--- src/hdl/cpcr_pkg.sv ---
// Constants, types and the register map of the processor-state register block.
// Assumes a single clock domain and an AXI4-Lite master for software access.
package cpcr_pkg;

  localparam logic [15:0] CPCR_RESET_VEC_LO = 16'h0000;
  localparam logic [15:0] CPCR_RESET_VEC_HI = 16'h0001;
  localparam logic [7:0]  CPCR_FLAGS_RESET  = 8'h02;
  localparam logic [15:0] CPCR_GPR_BASE     = 16'hfee0;
  localparam logic [15:0] CPCR_GPR_LAST     = 16'hfeff;
  localparam logic [15:0] CPCR_SFR_BASE     = 16'hff00;
  localparam int          CPCR_BANKS        = 4;
  localparam int          CPCR_BANK_REGS    = 8;

  // Status word bit positions.
  localparam int CPCR_BIT_CARRY = 0;
  localparam int CPCR_BIT_SVC   = 1;
  localparam int CPCR_BIT_BSL   = 3;
  localparam int CPCR_BIT_HALF  = 4;
  localparam int CPCR_BIT_BSH   = 5;
  localparam int CPCR_BIT_ZERO  = 6;
  localparam int CPCR_BIT_ACC   = 7;
  localparam int CPCR_NIBBLE    = 4;

  // AXI4-Lite byte addresses.
  localparam logic [7:0] CPCR_A_FLAGS = 8'h00;
  localparam logic [7:0] CPCR_A_SP    = 8'h04;
  localparam logic [7:0] CPCR_A_PC    = 8'h08;
  localparam logic [7:0] CPCR_A_GPR   = 8'h40;
  localparam logic [7:0] CPCR_A_GPR_E = 8'hbc;

  localparam logic [1:0] CPCR_RESP_OKAY   = 2'b00;
  localparam logic [1:0] CPCR_RESP_SLVERR = 2'b10;

  typedef enum logic [2:0] {
    CPCR_PC_SEQ  = 3'b000,
    CPCR_PC_HOLD = 3'b001,
    CPCR_PC_JUMP = 3'b010,
    CPCR_PC_LOAD = 3'b011
  } cpcr_pcop_e;

  typedef enum logic [1:0] {
    CPCR_ST_NONE = 2'b00,
    CPCR_ST_PUSH = 2'b01,
    CPCR_ST_POP  = 2'b10
  } cpcr_stop_e;

  // Result flags produced by the ALU for one operation.
  typedef struct packed {
    logic       update;
    logic [7:0] result;
    logic       halfCarry;
    logic       carry;
    logic       carryValid;
  } cpcr_alu_s;

  // One core request per cycle.
  typedef struct packed {
    cpcr_pcop_e  pcOp;
    logic [2:0]  instLen;
    logic [15:0] jumpTarget;
    cpcr_stop_e  stackOp;
    logic        intEntry;
    logic        flagsPop;
    logic [7:0]  popData;
    logic        intOff;
    logic        intOn;
    logic        bankWrite;
    logic [1:0]  bankNum;
    logic        gprWrite;
    logic        gprPair;
    logic [2:0]  gprSel;
    logic [15:0] gprData;
    logic        spLoad;
    logic [15:0] spData;
  } cpcr_req_s;

endpackage : cpcr_pkg

--- src/hdl/cpcr_gpr_bank.sv ---
// General-purpose register storage: four banks of eight bytes.
// Assumes the caller resolves bank and register index; one write port per side.
`timescale 1ns/1ps
module cpcr_gpr_bank
  import cpcr_pkg::*;
#(
  parameter int BANKS = CPCR_BANKS,
  parameter int REGS  = CPCR_BANK_REGS
) (
  input  wire logic        core_clk,
  input  wire logic        rst,
  input  wire logic        coreWe,
  input  wire logic        corePair,
  input  wire logic [4:0]  coreIdx,
  input  wire logic [15:0] coreData,
  input  wire logic        busWe,
  input  wire logic [4:0]  busIdx,
  input  wire logic [7:0]  busData,
  input  wire logic [4:0]  rdIdx,
  output logic      [7:0]  rdByte,
  output logic      [15:0] rdPair
);

  logic [7:0] mem_reg  [BANKS*REGS];
  logic [7:0] mem_next [BANKS*REGS];
  logic [4:0] evenIdx;

  assign evenIdx = {rdIdx[4:1], 1'b0};

  always_comb begin
    mem_next = mem_reg;
    if (busWe) begin
      mem_next[busIdx] = busData;
    end
    // A pair write fills the even (low) byte and odd (high) byte together. [RL18]
    if (coreWe) begin
      if (corePair) begin
        mem_next[{coreIdx[4:1], 1'b0}] = coreData[7:0];
        mem_next[{coreIdx[4:1], 1'b1}] = coreData[15:8];
      end else begin
        mem_next[coreIdx] = coreData[7:0];
      end
    end
  end

  always_ff @(posedge core_clk) begin
    if (rst) begin
      for (int i = 0; i < BANKS*REGS; i++) begin
        mem_reg[i] <= 8'h00;
      end
    end else begin
      mem_reg <= mem_next;
    end
  end

  assign rdByte = mem_reg[rdIdx];
  assign rdPair = {mem_reg[evenIdx + 5'h01], mem_reg[evenIdx]}; // [RL18]

endmodule : cpcr_gpr_bank

--- src/hdl/cpcr_core_regs.sv ---
// Processor-state registers: instruction counter, status flags, stack pointer, banks.
// Assumes an instruction sequencer drives coreReq and an AXI4-Lite master for software.
//
// How it works
// RL1: The 16-bit instruction counter advances by each fetched instruction's length.
// RL2: Reset loads the counter from the vector bytes at 0000H and 0001H.
// RL3: The vector low byte comes from the even address, high from odd.
// RL4: Branches load the counter with an immediate or a register value.
// RL5: Status word is pushed on interrupt or push, restored by returns and pop. The code loads it into stackPushData only on a push with interrupt entry.
// RL6: Reset sets the status word to 02H.
// RL7: Accept flag clear refuses maskable requests; set defers to level, masks, priorities.
// RL8: Interrupts-off and acknowledgment clear the accept flag; interrupts-on sets it.
// RL9: Zero flag is set for a zero result and cleared otherwise.
// RL10: Two bank select bits choose one of four banks, set by bank switch.
// RL11: Half carry flags a carry out of or borrow into bit 3.
// RL12: With service level clear, low-priority vectored requests are not acknowledged.
// RL13: Carry captures add overflow, subtract underflow, rotate shift-out and bit results.
// RL14: The stack pointer is 16 bits; software keeps it in high-speed RAM.
// RL15: Stack pointer decrements before each save and increments after each restore.
// RL16: Reset leaves the stack pointer undefined; software loads it before use.
// RL17: General registers sit at FEE0H to FEFFH as four banks of eight.
// RL18: Each register is usable as a byte, and pairs as four 16-bit registers.
// RL19: Software must not touch unassigned special-register addresses FF00H to FFFFH.
// RL20: Software must not execute code from internal high-speed RAM.
// RL21: The selected bank decides which eight-byte group register operands address. Core reads take the bus index while s_axi_arvalid is high.
//
// Decided for this implementation: the placing of the registers and the AXI4-Lite slave port.
`timescale 1ns/1ps
module cpcr_core_regs
  import cpcr_pkg::*;
(
  input  wire logic        core_clk,
  input  wire logic        rst,
  // Core side.
  input  wire cpcr_req_s   coreReq,
  input  wire cpcr_alu_s   aluRes,
  input  wire logic [7:0]  vecByte,
  output logic      [15:0] vecAddr,
  output logic             vecBusy,
  output logic      [15:0] instAddr,
  output logic      [7:0]  statusFlags,
  output logic      [15:0] stackAddr,
  output logic      [15:0] stackMemAddr,
  output logic      [7:0]  stackPushData,
  output logic      [2:0]  gprRdSel,
  output logic      [7:0]  gprRdByte,
  output logic      [15:0] gprRdPair,
  output logic      [15:0] gprDataAddr,
  input  wire logic        irqPending,
  input  wire logic        irqMaskable,
  input  wire logic        irqLowPriority,
  input  wire logic        irqMasked,
  output logic             irqAcceptable,
  // AXI4-Lite slave.
  input  wire logic [7:0]  s_axi_awaddr,
  input  wire logic        s_axi_awvalid,
  output logic             s_axi_awready,
  input  wire logic [31:0] s_axi_wdata,
  input  wire logic [3:0]  s_axi_wstrb,
  input  wire logic        s_axi_wvalid,
  output logic             s_axi_wready,
  output logic      [1:0]  s_axi_bresp,
  output logic             s_axi_bvalid,
  input  wire logic        s_axi_bready,
  input  wire logic [7:0]  s_axi_araddr,
  input  wire logic        s_axi_arvalid,
  output logic             s_axi_arready,
  output logic      [31:0] s_axi_rdata,
  output logic      [1:0]  s_axi_rresp,
  output logic             s_axi_rvalid,
  input  wire logic        s_axi_rready
);

  typedef enum logic [1:0] {
    CPCR_VEC_LO  = 2'b00,
    CPCR_VEC_HI  = 2'b01,
    CPCR_VEC_RUN = 2'b10
  } cpcr_vec_e;

  cpcr_vec_e   vecState_reg, vecState_next;
  logic [7:0]  vecLow_reg, vecLow_next;
  logic [15:0] pc_reg, pc_next;
  logic [7:0]  flags_reg, flags_next;
  logic [15:0] sp_reg, sp_next;
  logic [15:0] spMem_reg, spMem_next;
  logic [7:0]  pushData_reg, pushData_next;

  logic        awHeld_reg, awHeld_next;
  logic        wHeld_reg, wHeld_next;
  logic [7:0]  awAddr_reg, awAddr_next;
  logic [31:0] wData_reg, wData_next;
  logic [3:0]  wStrb_reg, wStrb_next;
  logic        bValid_reg, bValid_next;
  logic [1:0]  bResp_reg, bResp_next;
  logic        rValid_reg, rValid_next;
  logic [31:0] rData_reg, rData_next;
  logic [1:0]  rResp_reg, rResp_next;

  logic        wrFire;
  logic        busGprWe;
  logic [4:0]  busGprIdx;
  logic [7:0]  gprByte;
  logic [15:0] gprPair;

  function automatic logic [1:0] cpcr_bank(input logic [7:0] f);
    cpcr_bank = {f[CPCR_BIT_BSH], f[CPCR_BIT_BSL]};
  endfunction : cpcr_bank

  // Register operands resolve to the selected bank's group. [RL21]
  function automatic logic [4:0] cpcr_gpr_idx(input logic [7:0] f, input logic [2:0] r);
    cpcr_gpr_idx = {cpcr_bank(f), r};
  endfunction : cpcr_gpr_idx

  function automatic logic cpcr_is_gpr(input logic [7:0] a);
    cpcr_is_gpr = (a >= CPCR_A_GPR) && (a <= CPCR_A_GPR_E) && (a[1:0] == 2'b00);
  endfunction : cpcr_is_gpr

  // Bus words count up from the register base as bank*8+reg, in data-address order. [RL17]
  function automatic logic [4:0] cpcr_bus_idx(input logic [7:0] a);
    cpcr_bus_idx = 5'((a - CPCR_A_GPR) >> 2);
  endfunction : cpcr_bus_idx

  // Vector fetch after reset and counter update.
  always_comb begin
    vecState_next = vecState_reg;
    vecLow_next   = vecLow_reg;
    pc_next       = pc_reg;
    case (vecState_reg)
      CPCR_VEC_LO: begin
        vecLow_next   = vecByte; // [RL3]
        vecState_next = CPCR_VEC_HI;
      end
      CPCR_VEC_HI: begin
        pc_next       = {vecByte, vecLow_reg}; // [RL2] [RL3]
        vecState_next = CPCR_VEC_RUN;
      end
      default: begin
        case (coreReq.pcOp)
          CPCR_PC_SEQ:  pc_next = pc_reg + {13'h0000, coreReq.instLen}; // [RL1]
          CPCR_PC_JUMP: pc_next = coreReq.jumpTarget; // [RL4]
          CPCR_PC_LOAD: pc_next = coreReq.jumpTarget; // [RL4]
          default:      pc_next = pc_reg;
        endcase
        if (wrFire && awAddr_reg == CPCR_A_PC && wStrb_reg[1:0] == 2'b11) begin
          pc_next = wData_reg[15:0];
        end
      end
    endcase
  end

  assign vecAddr = (vecState_reg == CPCR_VEC_LO) ? CPCR_RESET_VEC_LO : CPCR_RESET_VEC_HI;
  assign vecBusy = (vecState_reg != CPCR_VEC_RUN);

  // Status word and stack pointer.
  always_comb begin
    flags_next    = flags_reg;
    sp_next       = sp_reg;
    spMem_next    = spMem_reg;
    pushData_next = pushData_reg;
    if (aluRes.update) begin
      flags_next[CPCR_BIT_ZERO] = (aluRes.result == 8'h00); // [RL9]
      flags_next[CPCR_BIT_HALF] = aluRes.halfCarry; // [RL11]
      if (aluRes.carryValid) begin
        flags_next[CPCR_BIT_CARRY] = aluRes.carry; // [RL13]
      end
    end
    if (coreReq.intOn) begin
      flags_next[CPCR_BIT_ACC] = 1'b1; // [RL8]
    end
    if (coreReq.intOff || coreReq.intEntry) begin
      flags_next[CPCR_BIT_ACC] = 1'b0; // [RL8]
    end
    if (coreReq.bankWrite) begin
      flags_next[CPCR_BIT_BSH] = coreReq.bankNum[1]; // [RL10]
      flags_next[CPCR_BIT_BSL] = coreReq.bankNum[0]; // [RL10]
    end
    if (coreReq.flagsPop) begin
      flags_next = coreReq.popData; // [RL5]
    end
    case (coreReq.stackOp)
      CPCR_ST_PUSH: begin
        sp_next    = sp_reg - 16'h0001; // [RL15]
        spMem_next = sp_reg - 16'h0001; // [RL15]
        if (coreReq.intEntry) begin
          pushData_next = flags_reg; // [RL5]
        end
      end
      CPCR_ST_POP: begin
        spMem_next = sp_reg;
        sp_next    = sp_reg + 16'h0001; // [RL15]
      end
      default: begin
      end
    endcase
    if (coreReq.spLoad) begin
      sp_next = coreReq.spData; // [RL14]
    end
    if (wrFire && awAddr_reg == CPCR_A_FLAGS && wStrb_reg[0]) begin
      flags_next = wData_reg[7:0];
    end
    if (wrFire && awAddr_reg == CPCR_A_SP && wStrb_reg[1:0] == 2'b11) begin
      sp_next = wData_reg[15:0]; // [RL14]
    end
  end

  // Acceptance gating for maskable requests. [RL7] [RL12]
  assign irqAcceptable = irqPending && (!irqMaskable ||
                         (flags_reg[CPCR_BIT_ACC] && !irqMasked &&
                          !(irqLowPriority && !flags_reg[CPCR_BIT_SVC])));

  // AXI4-Lite write and read channels.
  assign wrFire   = awHeld_reg && wHeld_reg && !bValid_reg;
  assign busGprWe = wrFire && cpcr_is_gpr(awAddr_reg) && wStrb_reg[0]; // [RL17]
  assign busGprIdx = cpcr_bus_idx(awAddr_reg);

  always_comb begin
    awHeld_next = awHeld_reg;
    wHeld_next  = wHeld_reg;
    awAddr_next = awAddr_reg;
    wData_next  = wData_reg;
    wStrb_next  = wStrb_reg;
    bValid_next = bValid_reg;
    bResp_next  = bResp_reg;
    rValid_next = rValid_reg;
    rData_next  = rData_reg;
    rResp_next  = rResp_reg;
    if (s_axi_awvalid && s_axi_awready) begin
      awHeld_next = 1'b1;
      awAddr_next = s_axi_awaddr;
    end
    if (s_axi_wvalid && s_axi_wready) begin
      wHeld_next = 1'b1;
      wData_next = s_axi_wdata;
      wStrb_next = s_axi_wstrb;
    end
    if (wrFire) begin
      awHeld_next = 1'b0;
      wHeld_next  = 1'b0;
      bValid_next = 1'b1;
      bResp_next  = (awAddr_reg == CPCR_A_FLAGS || awAddr_reg == CPCR_A_SP ||
                     awAddr_reg == CPCR_A_PC || cpcr_is_gpr(awAddr_reg)) ?
                    CPCR_RESP_OKAY : CPCR_RESP_SLVERR;
    end
    if (bValid_reg && s_axi_bready) begin
      bValid_next = 1'b0;
    end
    if (s_axi_arvalid && s_axi_arready) begin
      rValid_next = 1'b1;
      rResp_next  = CPCR_RESP_OKAY;
      if (s_axi_araddr == CPCR_A_FLAGS) begin
        rData_next = {24'h000000, flags_reg};
      end else if (s_axi_araddr == CPCR_A_SP) begin
        rData_next = {16'h0000, sp_reg};
      end else if (s_axi_araddr == CPCR_A_PC) begin
        rData_next = {16'h0000, pc_reg};
      end else if (cpcr_is_gpr(s_axi_araddr)) begin
        rData_next = {24'h000000, gprByte};
      end else begin
        rData_next = 32'h00000000;
        rResp_next = CPCR_RESP_SLVERR;
      end
    end else if (rValid_reg && s_axi_rready) begin
      rValid_next = 1'b0;
    end
  end

  assign s_axi_awready = !awHeld_reg && !bValid_reg;
  assign s_axi_wready  = !wHeld_reg && !bValid_reg;
  assign s_axi_arready = !rValid_reg;
  assign s_axi_bvalid  = bValid_reg;
  assign s_axi_bresp   = bResp_reg;
  assign s_axi_rvalid  = rValid_reg;
  assign s_axi_rdata   = rData_reg;
  assign s_axi_rresp   = rResp_reg;

  always_ff @(posedge core_clk) begin
    if (rst) begin
      vecState_reg <= CPCR_VEC_LO;
      vecLow_reg   <= 8'h00;
      pc_reg       <= 16'h0000;
      flags_reg    <= CPCR_FLAGS_RESET; // [RL6]
      sp_reg       <= 16'h0000; // Software must load it before stack use. [RL16]
      spMem_reg    <= 16'h0000;
      pushData_reg <= 8'h00;
      awHeld_reg   <= 1'b0;
      wHeld_reg    <= 1'b0;
      awAddr_reg   <= 8'h00;
      wData_reg    <= 32'h00000000;
      wStrb_reg    <= 4'h0;
      bValid_reg   <= 1'b0;
      bResp_reg    <= CPCR_RESP_OKAY;
      rValid_reg   <= 1'b0;
      rData_reg    <= 32'h00000000;
      rResp_reg    <= CPCR_RESP_OKAY;
    end else begin
      vecState_reg <= vecState_next;
      vecLow_reg   <= vecLow_next;
      pc_reg       <= pc_next;
      flags_reg    <= flags_next;
      sp_reg       <= sp_next;
      spMem_reg    <= spMem_next;
      pushData_reg <= pushData_next;
      awHeld_reg   <= awHeld_next;
      wHeld_reg    <= wHeld_next;
      awAddr_reg   <= awAddr_next;
      wData_reg    <= wData_next;
      wStrb_reg    <= wStrb_next;
      bValid_reg   <= bValid_next;
      bResp_reg    <= bResp_next;
      rValid_reg   <= rValid_next;
      rData_reg    <= rData_next;
      rResp_reg    <= rResp_next;
    end
  end

  // Bus and core reads share the lookup index; core reads use the selected bank except while s_axi_arvalid is high.
  cpcr_gpr_bank u_gpr (
    .core_clk (core_clk),
    .rst      (rst),
    .coreWe   (coreReq.gprWrite),
    .corePair (coreReq.gprPair),
    .coreIdx  (cpcr_gpr_idx(flags_reg, coreReq.gprSel)), // [RL21]
    .coreData (coreReq.gprData),
    .busWe    (busGprWe),
    .busIdx   (busGprIdx),
    .busData  (wData_reg[7:0]),
    .rdIdx    (s_axi_arvalid ? cpcr_bus_idx(s_axi_araddr) :
               cpcr_gpr_idx(flags_reg, coreReq.gprSel)),
    .rdByte   (gprByte),
    .rdPair   (gprPair)
  );

  assign instAddr      = pc_reg;
  assign statusFlags   = flags_reg;
  assign stackAddr     = sp_reg;
  assign stackMemAddr  = spMem_reg;
  assign stackPushData = pushData_reg;
  assign gprRdSel      = coreReq.gprSel;
  assign gprRdByte     = gprByte;
  assign gprRdPair     = gprPair;
  assign gprDataAddr   = CPCR_GPR_BASE + {11'h000, cpcr_gpr_idx(flags_reg, coreReq.gprSel)}; // [RL17]

endmodule : cpcr_core_regs

--- config.mk ---
export PLATFORM = sky130hd
export DESIGN_NAME = cpcr_core_regs
export DESIGN_NICKNAME = d
export VERILOG_FILES = /design/src/hdl/cpcr_pkg.sv /design/src/hdl/cpcr_gpr_bank.sv /design/src/hdl/cpcr_core_regs.sv
export SDC_FILE = /design/constraint.sdc
export NUM_CORES = 1
export LEC_CHECK = 0
export BUFFER_PORTS_ARGS = -buffer_cell sky130_fd_sc_hd__buf_2
export CAP_MARGIN = 25
export CORE_MARGIN = 1
export CORE_UTILIZATION = 53
export CTS_CLUSTER_DIAMETER = 120
export DETAILED_ROUTE_END_ITERATION = 8
export HOLD_SLACK_MARGIN = 0.05
export PLACE_DENSITY = 0.85
export SYNTH_ARGS = -nofsm -noshare
export SYNTH_HDL_FRONTEND = slang
export SYNTH_HIERARCHICAL = 1
export SYNTH_SLANG_ARGS = --single-unit
--- constraint.sdc ---
create_clock -name core_clk -period 2.63 [get_ports core_clk]
set_clock_uncertainty 0.1 [all_clocks]
set_input_delay 0.263 -clock core_clk [delete_from_list [all_inputs] [get_ports core_clk]]
set_output_delay 0.263 -clock core_clk [all_outputs]
set_load 0.005 [all_outputs]
Yosys cells after proc, flatten, opt, wreduce, memory -nomap -nowiden

Index checks and enable logic that the tools add are counted.

Add/subtract/negate cells: 7
$lt $le $gt $ge: 15
Equality and inequality tests: 11
Multiplexer cells: 55
Bitwise gates (word level): 8
Reductions and logical operators: 65

Operators by type and width:

| kind                    | number |
|---|---|
| $bwmux W256             | 4 |
| $mux W256               | 3 |
| $demux W8 S5            | 4 |
| $pmux W16 S2            | 4 |
| $bmux W8 S5             | 3 |
| $mux W8                 | 13 |
| $mux W16                | 6 |
| $ge A6 B6 Y1 const B    | 7 |
| $not A5 Y6              | 7 |
| $logic_and A1 B1 Y1     | 29 |
| $logic_not A8 Y1        | 3 |
| $lt A6 B1 Y1 const B    | 4 |
| $add A16 B1 Y16 const B | 1 |
| $add A16 B3 Y16         | 1 |
| $eq A8 B3 Y1 const B    | 2 |
| $eq A8 B4 Y1 const B    | 2 |
| $ge A8 B7 Y1 const B    | 2 |
| $le A8 B8 Y1 const B    | 2 |
| $sub A16 B1 Y16 const B | 1 |
| $sub A7 B7 Y7 const B   | 2 |
| $reduce_bool A4 Y1      | 3 |
| $add A10 B6 Y11 const A | 1 |
| $mux W1                 | 11 |
| $mux W2                 | 5 |
| 16 further kinds        | 41 |

Flip-flop bits (word level): 396
Input port bits: 160
Output and inout port bits: 166
Word-level logic and storage cells: 214

Logic depth before layout (Yosys ltp)

Depth in word-level cells: 12
Mapped depth: 13
Gate-level depth less buffers: 9

Modules after synthesis

The synthesis kept the hierarchy.

By module, submodules not included:

| module         | instances | cells each | area an instance (µm²) | seq. area each (µm²) |
|---|---|---|---|---|
| cpcr_gpr_bank  | 1         | 1623       | 15823.9                | 5124.9 |
| cpcr_core_regs | 1         | 978        | 7318.3                 | 2442.3 |

Worst setup path before layout

Ideal clock, no wire load.

Kind: input port to flip-flop
From: in s_axi_araddr[2]
To: reg rData_reg[3], in the netlist s_axi_rdata[3]
Setup time: 130 ps
Arrival: 2656 ps
Required time: 2400 ps
Slack: -256 ps
Stages: 10
Path buffers: 4
Path through: clkbuf_1 -> clkbuf_1 -> mux2_2 -> buf_4 -> buf_4 -> mux4_2 -> a211oi_1 -> a21oi_1 -> a222oi_1 -> a21oi_1

Longest elaborated chain between the ends: 10
Elaborated cells on any way between the ends: 17
Those cells by class: add/sub: 1; order compare: 2; eq/ne: 2; mux: 8; bitwise: 1; reduce/logical: 3

Ends and longest elaborated chain:

| what                                        | RTL line              | source |
|---|---|---|
| start: declaration                          | cpcr_core_regs.sv:65  | `input wire logic [7:0] s_axi_araddr,` |
| $sub A7 B7 Y7                               | cpcr_core_regs.sv:120 | `cpcr_bus_idx = 5'((a - CPCR_A_GPR) >> 2);` |
| $mux W5                                     | cpcr_core_regs.sv:327 | `.rdIdx (s_axi_arvalid ? cpcr_bus_idx(s_axi_araddr) :` |
| $not A5 Y6 (not written as such)            | cpcr_gpr_bank.sv:56   | `assign rdByte = mem_reg[rdIdx];` |
| $bmux W8 S5                                 | cpcr_gpr_bank.sv:56   |  |
| $mux W8 (not written as such) (2 in series) | cpcr_gpr_bank.sv:56   |  |
| named net gprRdByte[3]                      | cpcr_core_regs.sv:46  | `output logic [7:0] gprRdByte,` |
| $mux W8                                     | cpcr_core_regs.sv:256 | `end else if (cpcr_is_gpr(s_axi_araddr)) begin` |
| $mux W16                                    | cpcr_core_regs.sv:254 | `end else if (s_axi_araddr == CPCR_A_PC) begin` |
| $mux W16                                    | cpcr_core_regs.sv:252 | `end else if (s_axi_araddr == CPCR_A_SP) begin` |
| $mux W16                                    | cpcr_core_regs.sv:250 | `if (s_axi_araddr == CPCR_A_FLAGS) begin` |
| end signal: assignment                      | cpcr_core_regs.sv:311 | `rData_reg <= rData_next;` |
| end: declaration                            | cpcr_core_regs.sv:96  | `logic [31:0] rData_reg, rData_next;` |

The timed path passes the listed nets, and every way through them passes these cells. The select of a mux whose other input is x is not followed.
A chain may end at the register's enable or synchronous reset.

Final worst setup path

From: reg flags_reg[5], in the netlist statusFlags[5]
To: out gprRdByte[2]

Longest elaborated chain between the ends: 5

Ends and longest elaborated chain:

| what                                        | RTL line              | source |
|---|---|---|
| start: declaration                          | cpcr_core_regs.sv:83  | `logic [7:0] flags_reg, flags_next;` |
| start signal: assignment                    | cpcr_core_regs.sv:299 | `flags_reg <= flags_next;` |
| $mux W5                                     | cpcr_core_regs.sv:327 |  |
| $not A5 Y6 (not written as such)            | cpcr_gpr_bank.sv:56   |  |
| $bmux W8 S5                                 | cpcr_gpr_bank.sv:56   |  |
| $mux W8 (not written as such) (2 in series) | cpcr_gpr_bank.sv:56   |  |
| end: declaration                            | cpcr_core_regs.sv:46  |  |

No other way between the ends. The select of a mux whose other input is x is not followed.

==> key figures <==
Finish
  • Final instance area: 0.0294 sq mm
  • Max reg flops: 256
  • Total Nets Final: 3165
  • Share of layout cells above drive strength 1: roughly 28%
  • Syn-to-layout area delta: 27.2%

Place
  • Port Buffers: between 200 and 300
  • GPL Wtd Cong: 1.11
  • HPWL Detailed: 77200 um
  • Placed Area: 0.0257 sq mm

Floorplanning
  • Die X: 211 um
  • Initial Util: 53.7%
  • Rows: 76
  • Die ar.: 0.0445 sq mm
  • I/O pin count: approximately 330
  • Die H: approximately 210 um
  • Core area: between 0.04 and 0.05 sq mm

Drt
  • WL met1: 36700 um
  • Routed wire per std cell: 30.3 um
  • Drt drc: 0
  • TritonRoute pass-1 iters: 7
  • WL met3: 13300 um
  • Met2 WL: 48400 um
  • Vias/cell: ~7
  • Total Wirelength: about 110000 um
  • Top sig layer: met4
  • Via count: 25000
  • Remaining antenna violation count: 0
  • First DRT Iteration DRCs: 3713

Logic synthesis
  • Post-synth top area cell: dfxtp_1
  • Synth Register Bits: 378
  • Top-area cell type share of the netlist area: 32.7%
  • Post-synth EDFFs: 0
  • Synth Area per Inst: 8.90 sq um
  • Synth Instances: between 2000 and 3000
  • Most used DFF post-synth: dfxtp_1
  • Synth Cell Area: 0.0231 sq mm
  • Register area share after synthesis: between 30% and 40%
  • Syn. warnings: 6
  • Fraction of registers with async set/reset: 0%
  • Yosys cell types: 83
  • Area contributors post-synth: dfxtp_1, mux2i_1, mux4_2

Timing
  • Slew @ Worst Pin: 1090 ps
  • Final Max Slew Viols: 0
  • Final hold violations: 0
  • Final setup fails: 23
  • RSZ-0062 raised after global routing: true
  • Slew headroom: 27.5%
  • Setup TNS Final: -1980 ps
  • Fmax: about 350 MHz
  • Final period utilization: 108%
  • Post-layout min period: 2830 ps
  • Setup ws final: -202 ps

Status
  • Outcome: finished, violations left
  • Failing checks: setup timing

Clocking
  • Worst-path clk slew: roughly 60 ps
  • Clock Root Buffer: clkbuf_16
  • CTS tree: built
  • CTS H-tree depth: 2
  • Clock Latency Late Sink: 590 ps
  • Clock sink total: around 380
  • Total CTS buffers: 44
  • Clock Path Buffers: 3

Global route
  • Antenna violations before repair: 4
  • Overflow left after global routing: 0
  • Global-route wire length before repair: 157000 um
  • GRT Total Usage: 48.1%
  • Vias in the first global route: between 20000 and 25000
  • Largest net degree at the start of global routing: 187

Setup path
  • Crit-path slowest cell: dfxtp_4
  • Worst endpoint required time: between 2000 and 2500 ps
  • Startpoint types: flop
  • Crit Path Category: flop to primary output
  • CP dominant cell by count: buf_6
  • Worst-path fanout max: 4
  • CP arrival: approximately 2500 ps
  • CP max stage delay: 380 ps
  • Worst Setup End Kind: primary output
  • Crit path cell chain: nor2_4 -> a21oi_4 -> buf_6 -> nand2_4 -> buf_4 -> a21oi_2 -> nand4_1 -> nand4_1 -> buf_6 -> buf_6

Power
  • P_leak: between 10 and 15 nW
  • Pwr Total: around 16 mW
  • P per Cell Area: 542 mW/mm^2
  • VDD IR-drop max: 0.600 mV

Job
  • Max Cap Viol: 0

Min path
  • Worst hold path type: input pin to flop
cells by family (layout without fill, tap and decap cells):
kind of cell	Yosys count	count (layout)	synth area share, %
muxes	345	346	20.6
other	2	48	0.0325
AOI/OAI and AO/OA	624	624	19.3
and+or+nand+nor	861	861	18.3
adders and majority gates	8	8	0.465
DFF	378	378	32.7
xor gates and xnor gates	41	41	1.55
buffers and inverters	342	724	7.14
metrics by stage:
| stage | utilization, % | hold WS [ps] | cells | worst slack [ps] |
|---|---|---|---|---|
| 2_1_floorplan | - | 262 | 2643 | 0.169 |
| 3_3_place_gp | 59.7 | 339 | 3403 | -402 |
| 3_5_place_dp | 59.7 | 344 | 3403 | -418 |
| 4_1_cts | 67.7 | 61.4 | 3603 | -131 |
| 5_1_grt | 68.3 | 110 | 3614 | -213 |
| 6_report | 68.3 | 83.4 | 3615 | -202 |
synthesized netlist by cell type, types with 5 or more instances:
master      n
dfxtp_1   378
nand2_1   286
mux2i_1   237
nor2_1    219
clkbuf_1  171
a21oi_1   137
nand3_1   136
a221oi_1  127
mux4_2    104
a311oi_1   97
o21ai_0    86
buf_4      76
buf_2      54
a211oi_1   53
nor3_1     41
xnor2_1    28
a22oi_1    26
inv_1      26
nor2b_1    26
o22ai_1    25
nand4_1    18
a22o_1     17
nand2b_1   15
o211ai_1   13
xor2_1     13
nor2_2     12
buf_1      10
nor4_1     10
and2_1      9
and3_1      9
nor2_4      9
or3_1       9
o31ai_1     8
ha_1        7
nand3b_1    7
nand3_2     5
or2_2       5
per-layer routing:
| metal | vias up | GRT usage [%] |
|---|---|---|
| li1 | 10500 | - |
| met1 | 11900 | 55.1 |
| met2 | 2047 | 74.6 |
| met3 | 590 | 13.2 |
| met4 | 0 | 41.3 |
| met5 | - | 0 |
placed cells by master, fill, tap and decap left out, drive strengths merged, types with 15 or more instances in the layout:
cell type and n:
a211oi 53, a21oi 137, a221oi 129, a22o 17, a22oi 26, a311oi 97, buf 534, clkbuf 61
conb 44, dfxtp 378, dlygate4sd3 85, inv 28, mux2i 237, mux4 104, nand2 287, nand2b 15
nand3 141, nand4 20, nor2 243, nor2b 26, nor3 43, o211ai 16, o21ai 89, o22ai 25
xnor2 28
critical path: cells and delay by family, from the launching register on:
kind	cells	cell delay, ps
AO/OA/AOI/OAI	2	280
buffers and inverters	4	600
flip-flops	1	380
AND/OR/NAND/NOR	4	620
worst paths after layout:
path | from | to | slack, ps | depth (start not counted)
max | statusFlags[5] | gprRdByte[2] | -200 | 10
min | s_axi_awvalid | awHeld_reg | 80 | 3
max reg2reg | awAddr_reg[6] | u_gpr/mem_reg[140] | 40 | 9
min reg2reg | vecLow_reg[6] | vecLow_reg[6] | 350 | 2
repair_timing:
item | 4_1_cts | 5_1_grt
pin swaps | 35 | 19
buffers inserted | 35 | 12
endpoints found under the hold margin | 102 | 0
endpoints found under the setup margin | 90 | 35
gates cloned | 10 | 0
gates resized for setup | 151 | 34
hold buffers | 85 | 0
final cells by class:
cell class | instances | area [sq um]
Sequential cell | 378 | 7570
Timing Repair Buffer | 620 | 4970
Inverter | 29 | 109
Tap cell | 585 | 732
Multi-Input combinational cell | 1924 | 14600
Antenna cell | 4 | 10.0
Clock inverter | 14 | 134
Clock buffer | 61 | 1280
Fill cell | 3371 | 13600
power breakdown:
group | internal [mW] | total [mW] | switching (mW)
logic | 1.48 | 3.55 | 2.06
clock network | 3.57 | 6.14 | 2.58
registers | 5.95 | 6.26 | 0.302
total | 11.0 | 15.9 | 4.94
Note: power is estimated with default switching activity, not from simulation.
